===== config.mk =====
export PLATFORM = sky130hd
export DESIGN_NAME = pssc_core
export DESIGN_NICKNAME = d
export VERILOG_FILES = /design/src/verilog/pssc_pkg.sv /design/src/verilog/pssc_core.sv
export SDC_FILE = /design/constraint.sdc
export NUM_CORES = 1
export LEC_CHECK = 0
export BUFFER_PORTS_ARGS = -buffer_cell sky130_fd_sc_hd__buf_2
export CAP_MARGIN = 10
export CORE_MARGIN = 1.5
export CORE_UTILIZATION = 50
export CTS_CLUSTER_DIAMETER = 120
export DETAILED_ROUTE_END_ITERATION = 12
export GPL_TIMING_DRIVEN = 0
export MAX_ROUTING_LAYER = met4
export PLACE_DENSITY = 0.8
export SYNTH_ARGS = -nofsm -noshare
export SYNTH_HDL_FRONTEND = slang
export SYNTH_SLANG_ARGS = --single-unit
export TNS_END_PERCENT = 50

===== constraint.sdc =====
create_clock -name I_CLK_SYS -period 3.4 [get_ports I_CLK_SYS]
set_input_delay 0.34 -clock I_CLK_SYS [delete_from_list [all_inputs] [get_ports I_CLK_SYS]]
set_output_delay 0.34 -clock I_CLK_SYS [all_outputs]
set_load 0.02 [all_outputs]

===== src/verilog/pssc_pkg.sv =====
// constants, states and register map for the press stroke safety control
package pssc_pkg;

  // ****************************************
  // clock and timing
  // ****************************************
  localparam int unsigned CLK_KHZ       = 200000;  // 200 MHz system clock
  localparam int unsigned FLASH_HALF_MS = 250;     // half period of the interrupted-stroke flash
  localparam int unsigned FLASH_HALF_CYCLES_DEF = FLASH_HALF_MS * CLK_KHZ;
  localparam int unsigned FLASH_CNT_W   = 26;

  // ****************************************
  // fault codes, shown as two BCD digits
  // ****************************************
  localparam logic [7:0] FAULT_NONE                = 8'h00;
  localparam logic [7:0] ESTOP_FAULT_CODE          = 8'h13;
  localparam logic [7:0] CLUTCH_AIR_FAULT_CODE     = 8'h48;
  localparam logic [7:0] USER_INPUT_ONE_FAULT_CODE = 8'h51;
  localparam logic [7:0] OVERRUN_FAULT_CODE_LOW    = 8'h80;  // overrun sensor tripped
  localparam logic [7:0] OVERRUN_FAULT_CODE_STOP   = 8'h81;  // ram drifted past top stop
  localparam logic [7:0] OVERRUN_FAULT_CODE_HIGH   = 8'h89;

  // ****************************************
  // register map, byte addresses
  // ****************************************
  localparam int unsigned AVS_ADDR_W = 4;
  localparam logic [3:0]  REG_CTRL   = 4'h0;
  localparam logic [3:0]  REG_STATUS = 4'h4;
  localparam logic [3:0]  REG_COUNT  = 4'h8;

  // control register fields
  localparam int unsigned CTRL_ENABLE_BIT = 0;
  localparam int unsigned CTRL_ALT_BIT    = 1;
  localparam logic [1:0]  CTRL_RESET      = 2'h1;  // run permitted, F-range display

  // status register fields
  localparam int unsigned STAT_STATE_LSB  = 0;
  localparam int unsigned STAT_CLUTCH_BIT = 3;
  localparam int unsigned STAT_FAULT_BIT  = 4;
  localparam int unsigned STAT_LEFT_BIT   = 5;
  localparam int unsigned STAT_CODE_LSB   = 8;

  // ****************************************
  // stroke sequencer states
  // ****************************************
  typedef enum logic [2:0] {
    ST_IDLE        = 3'b000,  // stopped at top dead center
    ST_SINGLE      = 3'b001,  // single stroke in progress
    ST_INCH        = 3'b010,  // hold-to-run inching
    ST_INTERRUPTED = 3'b011,  // stopped mid-stroke
    ST_WAIT_REL    = 3'b100   // stroke done, waiting for both buttons released
  } pssc_state_t;

endpackage : pssc_pkg


===== src/verilog/pssc_core.sv =====
// stroke sequencer, fault latch and register slave for the press safety control
//
// Added by the designer: the Avalon-MM register port and the address map.
`timescale 1ns/1ps

module pssc_core
  import pssc_pkg::*;
#(
  parameter int unsigned FLASH_HALF_CYCLES = FLASH_HALF_CYCLES_DEF
) (
  input  wire logic                  I_CLK_SYS,
  input  wire logic                  I_RESET,
  input  wire logic                  I_MODE_INCH,
  input  wire logic                  I_MODE_SINGLE,
  input  wire logic                  I_MODE_REPEAT,
  input  wire logic                  I_ESTOP_CH1,
  input  wire logic                  I_ESTOP_CH2,
  input  wire logic                  I_CLUTCH_AIR_OK,
  input  wire logic                  I_USER_IN1_OK,
  input  wire logic                  I_CURTAIN_A_CH1,
  input  wire logic                  I_CURTAIN_A_CH2,
  input  wire logic                  I_CURTAIN_B_CH1,
  input  wire logic                  I_CURTAIN_B_CH2,
  input  wire logic                  I_RUN_LEFT,
  input  wire logic                  I_RUN_RIGHT,
  input  wire logic                  I_RESET_SELECT,
  input  wire logic                  I_AT_TDC,
  input  wire logic                  I_DOWNSTROKE,
  input  wire logic                  I_OVERRUN,
  input  wire logic [AVS_ADDR_W-1:0] I_AVS_ADDRESS,
  input  wire logic                  I_AVS_READ,
  input  wire logic                  I_AVS_WRITE,
  input  wire logic [31:0]           I_AVS_WRITEDATA,
  input  wire logic [3:0]            I_AVS_BYTEENABLE,
  output logic      [31:0]           O_AVS_READDATA,
  output logic                       O_AVS_WAITREQUEST,
  output logic                       O_CLUTCH_ENGAGE,
  output logic                       O_INTERRUPTED_LED,
  output logic                       O_INCH_LED,
  output logic                       O_SINGLE_LED,
  output logic      [7:0]            O_FAULT_CODE,
  output logic                       O_FAULT_ALT,
  output logic                       O_FAULT_ACTIVE
);

  // ****************************************
  // helper functions
  // ****************************************

  // true while the condition behind a latched code other than OVERRUN_FAULT_CODE_STOP is still present
  function automatic logic fault_cause(input logic [7:0] code,
                                       input logic       estop_ok,
                                       input logic       air_ok,
                                       input logic       user_ok,
                                       input logic       overrun);
    logic cause;
    cause = 1'b0;
    case (code)
      ESTOP_FAULT_CODE:          cause = ~estop_ok;
      CLUTCH_AIR_FAULT_CODE:     cause = ~air_ok;
      USER_INPUT_ONE_FAULT_CODE: cause = ~user_ok;
      OVERRUN_FAULT_CODE_LOW:    cause = overrun;
      default:                   cause = 1'b0;
    endcase
    return cause;
  endfunction : fault_cause

  // true for a running state in which the clutch is engaged
  function automatic logic is_running(input pssc_state_t st);
    return (st == ST_SINGLE) || (st == ST_INCH);
  endfunction : is_running

  // ****************************************
  // state
  // ****************************************
  pssc_state_t            state_reg,   state_next;
  logic                   left_tdc_reg, left_tdc_next;
  logic                   clutch_reg,  clutch_next;
  logic [7:0]             fault_reg,   fault_next;
  logic [FLASH_CNT_W-1:0] flash_cnt_reg, flash_cnt_next;
  logic                   flash_reg,   flash_next;
  logic                   led_int_reg, led_int_next;
  logic                   led_inch_reg, led_inch_next;
  logic                   led_single_reg, led_single_next;
  logic [1:0]             ctrl_reg,    ctrl_next;
  logic [31:0]            count_reg,   count_next;
  logic                   ack_reg,     ack_next;
  logic [31:0]            rdata_reg,   rdata_next;

  logic       estop_ok;
  logic       curtains_clear;
  logic       run_both;
  logic       mode_inch;
  logic       mode_single;
  logic       hard_ok;
  logic [7:0] new_fault;
  logic       avs_req;

  // ****************************************
  // input qualification
  // ****************************************

  // both channels must read active; a single open channel counts as a stop
  assign estop_ok       = I_ESTOP_CH1 & I_ESTOP_CH2;
  // any low channel on either curtain counts as obstructed
  assign curtains_clear = I_CURTAIN_A_CH1 & I_CURTAIN_A_CH2
                        & I_CURTAIN_B_CH1 & I_CURTAIN_B_CH2;
  assign run_both       = I_RUN_LEFT & I_RUN_RIGHT;
  // a selector reading two positions at once is treated as no mode at all
  assign mode_inch      = I_MODE_INCH & ~I_MODE_SINGLE & ~I_MODE_REPEAT;
  assign mode_single    = I_MODE_SINGLE & ~I_MODE_INCH & ~I_MODE_REPEAT;
  // permissives that must hold for the clutch to stay in
  assign hard_ok        = estop_ok & I_CLUTCH_AIR_OK & I_USER_IN1_OK
                        & (fault_reg == FAULT_NONE) & ctrl_reg[CTRL_ENABLE_BIT];

  // ****************************************
  // fault detection, priority e-stop first
  // ****************************************
  always_comb begin
    new_fault = FAULT_NONE;
    if (!estop_ok) begin
      new_fault = ESTOP_FAULT_CODE;
    end else if (I_OVERRUN) begin
      new_fault = OVERRUN_FAULT_CODE_LOW;
    end else if (state_reg == ST_WAIT_REL && !I_AT_TDC) begin  // parked ram crept off top
      new_fault = OVERRUN_FAULT_CODE_STOP;
    end else if (run_both && !I_CLUTCH_AIR_OK) begin
      new_fault = CLUTCH_AIR_FAULT_CODE;
    end else if (run_both && !I_USER_IN1_OK) begin
      new_fault = USER_INPUT_ONE_FAULT_CODE;
    end
  end

  // ****************************************
  // next values: sequencer, faults, stroke count, clutch
  // ****************************************
  always_comb begin
    state_next      = state_reg;
    left_tdc_next   = left_tdc_reg;
    fault_next      = fault_reg;
    count_next      = count_reg;
    // clear first so a fault arriving in the same cycle is kept
    if (fault_reg != FAULT_NONE && I_RESET_SELECT &&
        !fault_cause(fault_reg, estop_ok, I_CLUTCH_AIR_OK, I_USER_IN1_OK, I_OVERRUN)) begin
      fault_next = FAULT_NONE;
    end
    if (new_fault != FAULT_NONE &&
        (fault_next == FAULT_NONE || new_fault == ESTOP_FAULT_CODE)) begin
      fault_next = new_fault;
    end
    case (state_reg)
      ST_IDLE: begin
        // start needs clear curtains as well as every permissive
        if (run_both && hard_ok && curtains_clear) begin
          if (mode_single) begin
            state_next = ST_SINGLE;
          end else if (mode_inch) begin
            state_next = ST_INCH;
          end
        end
      end
      ST_SINGLE, ST_INCH: begin
        if (!I_AT_TDC) begin
          left_tdc_next = 1'b1;
        end
        if (!run_both || !hard_ok) begin
          state_next = ST_INTERRUPTED;
        end else if (!curtains_clear && I_DOWNSTROKE) begin
          state_next = ST_INTERRUPTED;
        end else if (left_tdc_reg && I_AT_TDC) begin
          state_next    = ST_WAIT_REL;
          left_tdc_next = 1'b0;
          count_next    = count_reg + 32'h1;
        end
      end
      ST_INTERRUPTED: begin
        // upstroke restart is allowed with a blocked curtain, downstroke is not
        if (run_both && hard_ok && (curtains_clear || !I_DOWNSTROKE)) begin
          if (mode_single) begin
            state_next = ST_SINGLE;
          end else if (mode_inch) begin
            state_next = ST_INCH;
          end
        end
      end
      ST_WAIT_REL: begin
        // a held pair of buttons must not start a second stroke
        if (!I_RUN_LEFT && !I_RUN_RIGHT) begin
          state_next = ST_IDLE;
        end
      end
      default: begin
        state_next = ST_INTERRUPTED;
      end
    endcase
    clutch_next = is_running(state_next);
  end

  // ****************************************
  // indicator flash timer and lamps
  // ****************************************
  always_comb begin
    flash_cnt_next = flash_cnt_reg + 1'b1;
    flash_next     = flash_reg;
    if (flash_cnt_reg == FLASH_CNT_W'(FLASH_HALF_CYCLES - 1)) begin
      flash_cnt_next = '0;
      flash_next     = ~flash_reg;
    end
    // flashing after an interruption wins over the steady inch light
    if (state_reg == ST_INTERRUPTED) begin
      led_int_next = flash_reg;
    end else begin
      led_int_next = mode_inch;
    end
    led_inch_next   = mode_inch;
    led_single_next = mode_single;
  end

  // ****************************************
  // avalon slave: one wait cycle, data from a flop
  // ****************************************
  assign avs_req = I_AVS_READ | I_AVS_WRITE;

  always_comb begin
    ack_next   = avs_req & ~ack_reg;
    rdata_next = rdata_reg;
    ctrl_next  = ctrl_reg;
    if (avs_req && !ack_reg && I_AVS_READ) begin
      case (I_AVS_ADDRESS)
        REG_CTRL: begin
          rdata_next = {30'h0, ctrl_reg};
        end
        REG_STATUS: begin
          rdata_next = '0;
          rdata_next[STAT_STATE_LSB +: 3] = state_reg;
          rdata_next[STAT_CLUTCH_BIT]     = clutch_reg;
          rdata_next[STAT_FAULT_BIT]      = (fault_reg != FAULT_NONE);
          rdata_next[STAT_LEFT_BIT]       = left_tdc_reg;
          rdata_next[STAT_CODE_LSB +: 8]  = fault_reg;
        end
        REG_COUNT: begin
          rdata_next = count_reg;
        end
        default: begin
          rdata_next = 32'h0;  // unmapped reads return zero
        end
      endcase
    end
    // a write lands on the edge after waitrequest drops, the one that completes the transfer
    if (I_AVS_WRITE && ack_reg && I_AVS_ADDRESS == REG_CTRL && I_AVS_BYTEENABLE[0]) begin
      ctrl_next = I_AVS_WRITEDATA[1:0];
    end
  end

  assign O_AVS_WAITREQUEST = avs_req & ~ack_reg;

  // ****************************************
  // registers
  // ****************************************
  always_ff @(posedge I_CLK_SYS) begin
    if (I_RESET) begin
      state_reg      <= ST_IDLE;
      left_tdc_reg   <= 1'b0;
      clutch_reg     <= 1'b0;
      fault_reg      <= FAULT_NONE;
      flash_cnt_reg  <= '0;
      flash_reg      <= 1'b0;
      led_int_reg    <= 1'b0;
      led_inch_reg   <= 1'b0;
      led_single_reg <= 1'b0;
      ctrl_reg       <= CTRL_RESET;
      count_reg      <= 32'h0;
      ack_reg        <= 1'b0;
      rdata_reg      <= 32'h0;
    end else begin
      state_reg      <= state_next;
      left_tdc_reg   <= left_tdc_next;
      clutch_reg     <= clutch_next;
      fault_reg      <= fault_next;
      flash_cnt_reg  <= flash_cnt_next;
      flash_reg      <= flash_next;
      led_int_reg    <= led_int_next;
      led_inch_reg   <= led_inch_next;
      led_single_reg <= led_single_next;
      ctrl_reg       <= ctrl_next;
      count_reg      <= count_next;
      ack_reg        <= ack_next;
      rdata_reg      <= rdata_next;
    end
  end

  // ****************************************
  // outputs
  // ****************************************
  assign O_AVS_READDATA    = rdata_reg;
  assign O_CLUTCH_ENGAGE   = clutch_reg;
  assign O_INTERRUPTED_LED = led_int_reg;
  assign O_INCH_LED        = led_inch_reg;
  assign O_SINGLE_LED      = led_single_reg;
  assign O_FAULT_CODE      = fault_reg;
  // alternate range only labels overrun codes, others keep their prefix
  assign O_FAULT_ALT       = ctrl_reg[CTRL_ALT_BIT] && fault_reg >= OVERRUN_FAULT_CODE_LOW
                          && fault_reg <= OVERRUN_FAULT_CODE_HIGH;
  assign O_FAULT_ACTIVE    = (fault_reg != FAULT_NONE);

endmodule : pssc_core


==> Word level (Yosys, flattened, before mapping) <==
Index checks and enable logic that the tools add are counted.
{ "totals": {"word_cells": 122, "inputBits": 61, "register_bits": 110} }
{ "classes": {"n_eq_ne": 14, "mux": 23, "reduce_logical": 43, "n_bitwise": 25, "magnitude_cmp": 2, "n_addsub": 2} }
{ "op_table": {"columns": ["cell", "count"], "rows": [
  ["32-bit case mux with 3 select lines", 1],
  ["8-bit two-way mux", 5],
  ["32-bit by 1-bit adder with 32-bit output (second input constant)", 1],
  ["26-bit by 1-bit adder with 26-bit output (second input constant)", 1],
  ["26-bit equality test (second input constant)", 1],
  ["3-bit two-way mux", 8],
  ["1-bit logical AND", 19],
  ["8-bit by 5-bit equality test with 1-bit output (second input constant)", 2],
  ["8-bit by 7-bit equality test with 1-bit output (second input constant)", 2],
  ["8-bit zero test", 2],
  ["8-bit nonzero test", 2],
  ["1-bit bitwise AND", 14],
  ["7-bit two-way mux", 2],
  ["3-bit case mux with 4 select lines", 1],
  ["1-bit zero test", 11],
  ["1-bit NOT", 10],
  ["3-bit by 2-bit equality test with 1-bit output (second input constant)", 3],
  ["8-bit equality test (second input constant)", 1],
  ["8-bit >= comparator (second input constant)", 1],
  ["8-bit <= comparator (second input constant)", 1],
  ["3-bit by 1-bit equality test with 1-bit output (second input constant)", 2],
  ["1-bit two-way mux", 5],
  ["4-bit by 3-bit equality test with 1-bit output (second input constant)", 1],
  ["4-bit equality test (second input constant)", 1],
  ["8 further kinds", 12]
]} }

==> Depth between registers and ports, before layout <==
Gate-level depths: netlist of run 1.
{ "logic_depth": {"depth_word": 11, "mapped_depth": 8, "ltp_nobuf": 6} }

==> Worst setup path after synthesis of run 1 <==
No wires, ideal clock.
{ "synth_timing": {"kind": "register to register", "start": "reg fault_reg[1] (netlist: O_FAULT_CODE[1])", "end": "reg clutch_reg (netlist: O_CLUTCH_ENGAGE)", "path_stages_with_launch": 7, "required_time_ns": 3.320, "slack_ns": 0.845, "arrival_time_ns": 2.475, "path_cell_list": "dfxtp_1 or4_4 or4_4 a2111oi_4 nor3_2 or3_1 a211oi_2"} }
{ "synth_between": {"elab_chain_cells": 9, "elab_cells_between_ends": 15} }
{ "synth_lines": {"columns": ["element", "line_no", "rtl"], "rows": [
  ["start: declaration", "pssc_core.sv:79", "logic [7:0] fault_reg, fault_next;"],
  ["start signal: assignment", "pssc_core.sv:279", "fault_reg <= fault_next;"],
  ["8-bit zero test (*)", "pssc_core.sv:114", "& (fault_reg == FAULT_NONE) & ctrl_reg[CTRL_ENABLE_BIT];"],
  ["1-bit bitwise AND (*) (2 in series)", "pssc_core.sv:114", null],
  ["1-bit logical AND / 1-bit zero test (equally long branches)", "pssc_core.sv:154, pssc_core.sv:178, pssc_core.sv:166", null],
  ["1-bit logical AND, or another cell as far along", "pssc_core.sv:178", "if (run_both && hard_ok && (curtains_clear || !I_DOWNSTROKE)) begin"],
  ["3-bit two-way mux, on equally long branches", "pssc_core.sv:178, pssc_core.sv:154, pssc_core.sv:166", null],
  ["3-bit case mux with 4 select lines (*)", "pssc_core.sv:151", "case (state_reg)"],
  ["3-bit by 1-bit equality test with 1-bit output / 3-bit by 2-bit equality test with 1-bit output (equally long branches)", "pssc_core.sv:70", "return (st == ST_SINGLE) || (st == ST_INCH);"],
  ["1-bit logical OR (*)", "pssc_core.sv:70", null],
  ["end signal: assignment", "pssc_core.sv:278", "clutch_reg <= clutch_next;"],
  ["end: declaration", "pssc_core.sv:78", "logic clutch_reg, clutch_next;"]
]} }
Every way passes the cells marked *; elsewhere a longest branch is shown, timed or not.
A chain may end at the register's enable or synchronous reset.

==> Final worst setup path of run 1 <==
{ "layout_timing": {"start": "reg fault_reg[1] (netlist: O_FAULT_CODE[1])", "end": "reg count_reg[25]"} }
{ "layout_between": {"elab_chain_cells": 7} }
{ "layout_lines": {"columns": ["element", "line_no", "rtl"], "rows": [
  ["8-bit zero test", "pssc_core.sv:114", null],
  ["1-bit bitwise AND (2 in series)", "pssc_core.sv:114", null],
  ["1-bit zero test", "pssc_core.sv:166", "if (!run_both || !hard_ok) begin"],
  ["1-bit logical OR", "pssc_core.sv:166", null],
  ["1-bit NOT (no line)", null, null],
  ["4-bit AND reduction (no line)", null, null],
  ["end signal: assignment", "pssc_core.sv:286", "count_reg <= count_next;"],
  ["end: declaration", "pssc_core.sv:86", "logic [31:0] count_reg, count_next;"]
]} }
No other way between the ends.

==> flow_metrics.tcl, run 1 <==
set metrics [dict create \
    path_cells "or4_4, nor4_1, nand4_1, clkbuf_1, nor4_1, xnor2_1, nor2_1" \
    powerDensity_nw_per_um2 415 \
    setup.worst_path.end_class "flip-flop" \
    synthArstFlopShare 0 \
    drt-vias-per-instance 5.71 \
    crit_slowest_cell "nor4_1" \
    antenna_found_initial 0 \
    place.gp.congestion 0.848 \
    core_area_sq_um 9680 \
    grt_max_degree 20 \
    synthCells 605 \
    status "complete, no violations" \
    synth-edff-count 0 \
    grt_remaining_overflow 0 \
    syn_area_sq_um 4970 \
    ant_nets 0 \
    drtIter0Drc 229 \
    synthXorXnorAreaFrac 0.0828 \
    grt_usage 0.253 \
    fmax_ghz 0.338 \
    cp_common_cell "nor4_1" \
    worstSetupPathType "reg -> reg" \
    ys.flop_type "dfxtp_1" \
    setup_violations 0 \
    yosysWarnings 0 \
    ir_drop_mv 0.265 \
    num_vias 4726 \
    wl_per_cell_um 15.0 \
    post-cts-setup-buffers 0 \
    clock_latency_ps 370 \
    start_util 0.513 \
    avgSynthCellArea_sq_um 8.21 \
    max_slew_margin 0.274 \
    die_w_um 103 \
    crit_required_ps 3650 \
    min_period_ps 2960 \
    grt_pass1_wl_um 20300 \
    synth_simple_gate_area_frac 0.302 \
    synthMuxAreaShare 0.00881 \
    max_stage_delay_ps 720 \
    cts_tree "built" \
    io_buffers 73 \
    cts_resized 0 \
    grt_setup_unrepaired "no" \
    place_hpwl_um 9160 \
    dieArea_sq_um 10500 \
    min_path_type "in -> reg" \
    wl_met2_um 6080 \
    synth_seq_area_share 0.443 \
    hold_buffers 0 \
    cts_buffer_depth 2 \
    met3_length_um 718 \
    diodes 0 \
    fin_crit_sh 0.870 \
    slew_violations 0 \
    path_buf_inv 1 \
    wl_um 12400 \
    final_nets 752 \
    cp_max_fo 10 \
    clock_skew_ps 9.46 \
    path_clk_slew_ps 110 \
    drive_gt1_frac 0.150 \
    cp_data_arrival_time_ps 3210 \
    cp_top_family "simple AND/OR/NAND/NOR gates" \
    grt_pass1_vias 4395 \
    synth_top_family_by_area "simple AND/OR/NAND/NOR gates" \
    rows 36 \
    area_growth_pct 14.8 \
    startpoint_type "flip-flop" \
    htreeDepth 3 \
    synth-seq-cells 110 \
    cts_buffers 9 \
    cap_violations 0 \
    fin_hold_ws_ps 171 \
    pin_count 108 \
    die_h_um 103 \
    m1WireLength_um 5370 \
    synth_fp_nets 668 \
    drc_errors 0 \
    top_layer "met4" \
    root_buffer "clkbuf_8" \
    p_leak_nw 2.03 \
    synth_fa_ha_area_frac 0.00504 \
    tns_ps 0 \
    max_slew.worst_pin.slew_ps 1070 \
    synth_compound_area_frac 0.126 \
    hold_viol_final 0 \
    netlist-cell-type-count 47 \
    clkSinkCount 110 \
    drt_pre_antenna_iters 5 \
]
==> area by class of cell <==
type                            count  area, sq um
Clock buffer                        9          124
Sequential cell                   110         2200
Multi-Input combinational cell    452         2610
Inverter                           14         52.6
Buffer                             29          109
Tap cell                          133          166
Fill cell                         873         3980
Timing Repair Buffer               73          365
Clock inverter                      7         80.1
==> path summary, 6_finish.rpt <==
check	to	start	slack, ps	cells after the start
max	count_reg[25]	O_FAULT_CODE[1]	440	7
min	O_SINGLE_LED	I_MODE_REPEAT	170	2
max reg2reg	count_reg[25]	O_FAULT_CODE[1]	440	7
min reg2reg	flash_cnt_reg[0]	flash_cnt_reg[0]	450	1
==> through the flow <==
step                power, mW  worst slack, ps   util  instances  area (sq um)
floorplan                1.50              845      -        605          4970
global placement         1.57              592  0.568        811          5500
detailed placement       1.58              558  0.568        811          5500
CTS                      2.38              550  0.589        827          5710
global route             2.46              250  0.589        827          5710
finish                   2.37              443  0.589        827          5710
==> report_power, final <==
part	switching (mW)	internal, mW	total (mW)
clock network	0.458	0.351	0.810
logic	0.153	0.0782	0.232
registers	0.0170	1.31	1.32
==> Yosys cell counts, types with 3 or more instances <==
cell type / count / area share
nand2b_1: 4 / 0.0050
nor2_1: 106 / 0.080
o21ai_0: 12 / 0.012
a22oi_1: 14 / 0.021
or4_1: 3 / 0.0045
nor2b_1: 6 / 0.0076
or2_2: 4 / 0.0050
nor3_1: 19 / 0.019
and3_1: 11 / 0.014
nand2_1: 39 / 0.029
xor2_1: 20 / 0.035
dfxtp_1: 110 / 0.44
mux2_2: 3 / 0.0068
nand3_1: 45 / 0.045
buf_1: 3 / 0.0023
clkbuf_1: 26 / 0.020
a31oi_1: 3 / 0.0038
a21oi_1: 52 / 0.052
or4_4: 3 / 0.0068
or3_1: 8 / 0.010
nor4_1: 13 / 0.016
o2111ai_1: 4 / 0.0070
nor4b_1: 6 / 0.011
o21bai_1: 3 / 0.0045
inv_1: 14 / 0.011
xnor2_1: 27 / 0.048
nand4_1: 20 / 0.025
==> cells by family after synthesis <==
| group | Yosys count |
|---|---|
| XOR/XNOR | 47 |
| AO/OA/AOI/OAI | 99 |
| AND/OR/NAND/NOR | 300 |
| adder cells (fa/ha/maj) | 2 |
| flip-flops | 110 |
| buffers and inverters | 43 |
| multiplexers | 4 |
==> routing by layer <==
metal,GRT usage,vias to the layer above
li1,-,2308
met1,0.305,2205
met2,0.424,183
met3,0.0536,30
met4,0.0780,0
met5,-,-
==> placed cells by master, fill, tap and decap left out, types with 19 or more instances in the layout <==
master	netlist	layout
a21oi_1	52	52
buf_2	0	73
clkbuf_1	26	26
dfxtp_1	110	110
nand2_1	39	39
nand3_1	45	45
nand4_1	20	20
nor2_1	106	106
nor3_1	19	19
xnor2_1	27	27
xor2_1	20	20
Power figures use the tool's default switching activity.
==> run 2, diff against run 1 <==
- CORE_UTILIZATION: 50 -> 49
- PLACE_DENSITY: 0.8 -> 0.82
- clock period: 3.4 -> 2.6 ns (I/O delays scaled with it)
==> flow_metrics.tcl, run 2 (synthesized netlist as in run 1, its figures left out) <==
set metrics [dict create \
    fmax_ghz 0.382 \
    place.gp.congestion 0.934 \
    grt_setup_unrepaired "yes" \
    p_leak_nw 2.07 \
    area_growth_pct 17.0 \
    diodes 0 \
    num_vias 4704 \
    power_frac_seq 0.568 \
    io_buffers 73 \
    min_period_ps 2620 \
    wl_um 12600 \
    fin_hold_ws_ps 99.0 \
    cts_tree "built" \
    fillerInstances 882 \
    sw_frac_of_total 0.257 \
    cp_max_fo 5 \
    grt_pass1_vias 4364 \
    final_common_cell "nor2_1" \
    cp_data_arrival_time_ps 2910 \
    cts_buffers 9 \
    fin_crit_sh 1.01 \
    setup.worst_path.end_class "flip-flop" \
    reg2reg_slack_ps -20 \
    cap_violations 0 \
    final_nets 758 \
    dieArea_sq_um 10800 \
    clock_latency_ps 370 \
    slew_violations 0 \
    ant_nets 0 \
    drive_gt1_frac 0.179 \
    worst_slack_ps -17.1 \
    drt-vias-per-instance 5.65 \
    grt_usage 0.235 \
    setup_violations 1 \
    power_switching_mw 0.783 \
    root_buffer "clkbuf_8" \
    ir_drop_mv 0.304 \
    startpoint_type "flip-flop" \
    p_total_mw 3.04 \
    p_int_mw 2.26 \
    max_slew.worst_pin.slew_ps 1040 \
    rows 36 \
    path_clk_slew_ps 100 \
    pin_count 108 \
    drc_errors 0 \
    worstSetupPathType "reg -> reg" \
    status "finished, violations left" \
    final_cell_mix "106 x nor2_1, 104 x dfxtp_1, 73 x buf_2, 51 x a21oi_1, 45 x nand3_1" \
    cts_buffer_depth 2 \
    grt_pass1_wl_um 20300 \
    place_hpwl_um 9010 \
    die_w_um 104 \
    grt_max_degree 17 \
    drtIter0Drc 314 \
    clkSinkCount 110 \
    min_path_type "in -> reg" \
    clock_skew_ps 9.26 \
    start_util 0.506 \
    powerDensity_nw_per_um2 524 \
    hold_viol_final 0 \
    die_h_um 104 \
    core_area_sq_um 9820 \
    htreeDepth 3 \
    crit_required_ps 2890 \
    violations "setup timing" \
    antenna_found_initial 0 \
    grt_remaining_overflow 0 \
    combinationalPowerShare 0.105 \
    drt_pre_antenna_iters 5 \
    max_slew_margin 0.294 \
    wl_per_cell_um 15.1 \
    p_clk_frac 0.327 \
]
## run 2: changes by cell type in the layout (fill, tap and decap cells not counted), moves of 2 or more
| cell | previous run | this run |
|---|---|---|
| nor4_2 | 0 | 4 |
| buf_4 | 0 | 6 |
| nor4_1 | 13 | 7 |
| clkbuf_2 | 0 | 3 |
| inv_6 | 2 | 0 |
| dfxtp_4 | 0 | 2 |
| dfxtp_1 | 110 | 104 |
| dfxtp_2 | 0 | 4 |
| nor4_4 | 0 | 2 |
## run 2: layout make-up
type                    count  area [sq um]  area share
flip-flops and latches    110          2210       0.381
repair buffers             79           410      0.0706
clock inverters             4          47.5     0.00818
inverters                  14          52.6     0.00904
well taps                 133           166      0.0286
clock buffers              12           135      0.0232
plain buffers              29           113      0.0194
multi-input cells         452          2680       0.460
## run 2: per-stage QoR
stage / cell area, sq um / setup TNS, ps / setup slack [ps] / util / cells
after detailed placement: 5500 / -2280 / -232 / 0.560 / 811
after CTS: 5700 / -34.2 / -34.2 / 0.581 / 827
after global routing: 5810 / -92.9 / -70.3 / 0.592 / 833
after floorplan: 4970 / 0 / 45.2 / - / 605
final: 5810 / -17.1 / -17.1 / 0.592 / 833
after global placement: 5500 / -2230 / -210 / 0.560 / 811
## run 2: final timing paths
path                       from                 end  depth (start not counted)
max reg2reg     O_FAULT_CODE[3]     O_CLUTCH_ENGAGE                          6
min reg2reg  O_AVS_READDATA[16]  O_AVS_READDATA[16]                          2
max             O_FAULT_CODE[3]     O_CLUTCH_ENGAGE                          6
min               I_MODE_REPEAT        O_SINGLE_LED                          2
## run 2: worst max-delay path: stages, from the launching register on
cell and delay, ps:
dfxtp_4 370, or4_4 580, or4_4 620, a2111o_1 320
a211oi_2 280, o21ai_1 140, a211oi_2 230
## run 2: power by group through the flow
stage | Combinational [mW] | Sequential (mW) | Clock, mW
after floorplan | 0.189 | 1.78 | 0
after global placement | 0.291 | 1.77 | 0
after detailed placement | 0.297 | 1.77 | 0
after CTS | 0.302 | 1.73 | 1.01
after global routing | 0.345 | 1.73 | 1.08
final | 0.321 | 1.73 | 0.994
## run 2: per-layer routing
layer  global-route usage  share of wire  vias up
li1                     -              -     2314
met1                0.282           0.42     2193
met2                0.395           0.49      168
met3               0.0529          0.066       29
met4               0.0694          0.022        0
met5                    -              0        -
## run 2: what timing repair did
action | 4_1_cts | 5_1_grt
endpoints found under the setup margin | 22 | 43
setup buffers | 0 | 6
hold buffers | 0 | 0
hold endpoints to repair | 0 | 0
cloned | 0 | 0
gates resized for setup | 5 | 21
pin swaps | 0 | 8
==> run 3, diff against run 2 <==
- clock period: 2.6 -> 2.2 ns (I/O delays scaled with it)
==> flow_metrics.tcl, run 3 (synthesized netlist as in run 1, its figures left out) <==
set metrics [dict create \
    die_h_um 104 \
    cts_buffer_depth 2 \
    worstSetupPathType "reg -> reg" \
    worst_slack_ps -427 \
    area_growth_pct 25.7 \
    grt_max_degree 18 \
    max_slew.worst_pin.slew_ps 1010 \
    startpoint_type "flip-flop" \
    hp-start "I_MODE_REPEAT" \
    grt_setup_unrepaired "yes" \
    powerDensity_nw_per_um2 579 \
    num_vias 5000 \
    p_total_mw 3.62 \
    rows 36 \
    drive_gt1_frac 0.244 \
    fin_crit_sh 1.19 \
    root_buffer "clkbuf_8" \
    drt_pre_antenna_iters 5 \
    clock_latency_ps 390 \
    drc_errors 0 \
    slew_violations 0 \
    final_common_cell "nor2_1" \
    final_nets 772 \
    power_switching_mw 0.984 \
    hold_viol_final 0 \
    core_area_sq_um 9820 \
    place_hpwl_um 9280 \
    setup_violations 33 \
    hold_buffers 0 \
    r2r_end "O_CLUTCH_ENGAGE" \
    grt_pass1_vias 4783 \
    path_clk_slew_ps 100 \
    drt-vias-per-instance 5.90 \
    diodes 0 \
    drtIter0Drc 454 \
    status "finished, violations left" \
    p_int_mw 2.64 \
    wl_um 14200 \
    place.gp.congestion 0.894 \
    cp_data_arrival_time_ps 2870 \
    cap_violations 0 \
    final_cell_count_no_fill 847 \
    p_leak_nw 2.44 \
    numPlacedInstances 811 \
    cts_tree "built" \
    start_util 0.506 \
    clkSinkCount 110 \
    combinationalPowerShare 0.110 \
    grt_remaining_overflow 0 \
    ant_nets 0 \
    pin_count 108 \
    fillerInstances 795 \
    cts_buffers 9 \
    cp_max_fo 6 \
    place_area_sq_um 5530 \
    place_ws_ps -661 \
    grt_pass1_wl_um 22500 \
    power_frac_seq 0.568 \
    sw_frac_of_total 0.272 \
    min_path_type "in -> reg" \
    dieArea_sq_um 10800 \
    reg2reg_slack_ps -430 \
    violations "setup timing" \
    fin_area_sq_um 6250 \
    post-route-util 0.636 \
    r2r_start "O_FAULT_CODE[1]" \
    p_clk_frac 0.322 \
    wl_per_cell_um 16.8 \
    antenna_found_initial 0 \
    min_period_ps 2630 \
    crit_required_ps 2440 \
    fmax_ghz 0.381 \
    final_cell_mix "104 x nor2_1, 103 x dfxtp_1, 73 x buf_2, 46 x a21oi_1, 44 x nand3_1" \
    max_slew_margin 0.316 \
    ir_drop_mv 0.346 \
    hold_end "O_SINGLE_LED" \
    io_buffers 73 \
    reg2reg_depth 6 \
    setup.worst_path.end_class "flip-flop" \
    htreeDepth 3 \
    die_w_um 104 \
    clock_skew_ps 17.3 \
    grt_usage 0.262 \
    min_path_cells 2 \
]
==> run 3: changes by cell type in the layout (fill, tap and decap cells not counted), moves of 6 or more <==
cell,change
nor3_1,-10
nor4_4,+7
clkbuf_1,-6
nor3_4,+9
buf_4,+14
==> run 3: stage by stage <==
step                      TNS (ps)  hold slack [ps]
final                        -7340             53.7
after global routing         -8440             50.5
after CTS                    -5020             46.5
after detailed placement    -21230              439
after global placement      -17010              423
after floorplan              -1440              297
==> run 3: how the worst max path moves through the flow <==
| stage | start | end | cells past startpoint |
|---|---|---|---|
| finish | O_FAULT_CODE[1] | O_CLUTCH_ENGAGE | 6 |
| global route | O_FAULT_CODE[4] | O_CLUTCH_ENGAGE | 6 |
| CTS | O_FAULT_CODE[1] | O_CLUTCH_ENGAGE | 6 |
| detailed placement | O_FAULT_CODE[1] | count_reg[25] | 7 |
| global placement | O_FAULT_CODE[1] | count_reg[25] | 7 |
| floorplan | O_FAULT_CODE[4] | state_reg[2] | 5 |
==> run 3: worst max-delay path, stage by stage (launching register included) <==
cell      delay [ps]
dfxtp_4          350
or4_4            590
or4_4            610
a2111o_1         330
a211oi_2         360
or3_1            200
a211oi_2          70
==> run 3: final cells by class <==
cell class	count	area (sq um)	area share
inverters	14	52.6	0.00841
clock buffers	12	155	0.0248
multi-input cells	452	2950	0.472
clock inverters	4	30.0	0.00481
plain buffers	26	119	0.0190
well taps	133	166	0.0266
repair buffers	96	556	0.0889
flip-flops and latches	110	2220	0.356
==> run 3: per-layer routing <==
layer | part of all wire | track usage | vias up | wire length (um)
met5 | 0 | - | - | 0
met4 | 0.037 | 0.119 | 0 | 522
met3 | 0.075 | 0.0529 | 59 | 1070
met2 | 0.49 | 0.435 | 251 | 6930
met1 | 0.40 | 0.307 | 2343 | 5720
li1 | - | - | 2347 | -
==> run 3: repair_timing <==
action                     4_1_cts  5_1_grt
pin swaps                       24       15
cloned                           1        0
gates resized for setup         49       30
setup buffers                   17        5
setup endpoints to repair       56       38
==> run 3: power by group through the flow <==
stage,sequential (mW),combinational (mW),clock (mW)
final,2.05,0.399,1.17
after detailed placement,2.09,0.358,0
after floorplan,2.10,0.228,0
after CTS,2.04,0.393,1.17
after global routing,2.06,0.428,1.25
after global placement,2.09,0.348,0
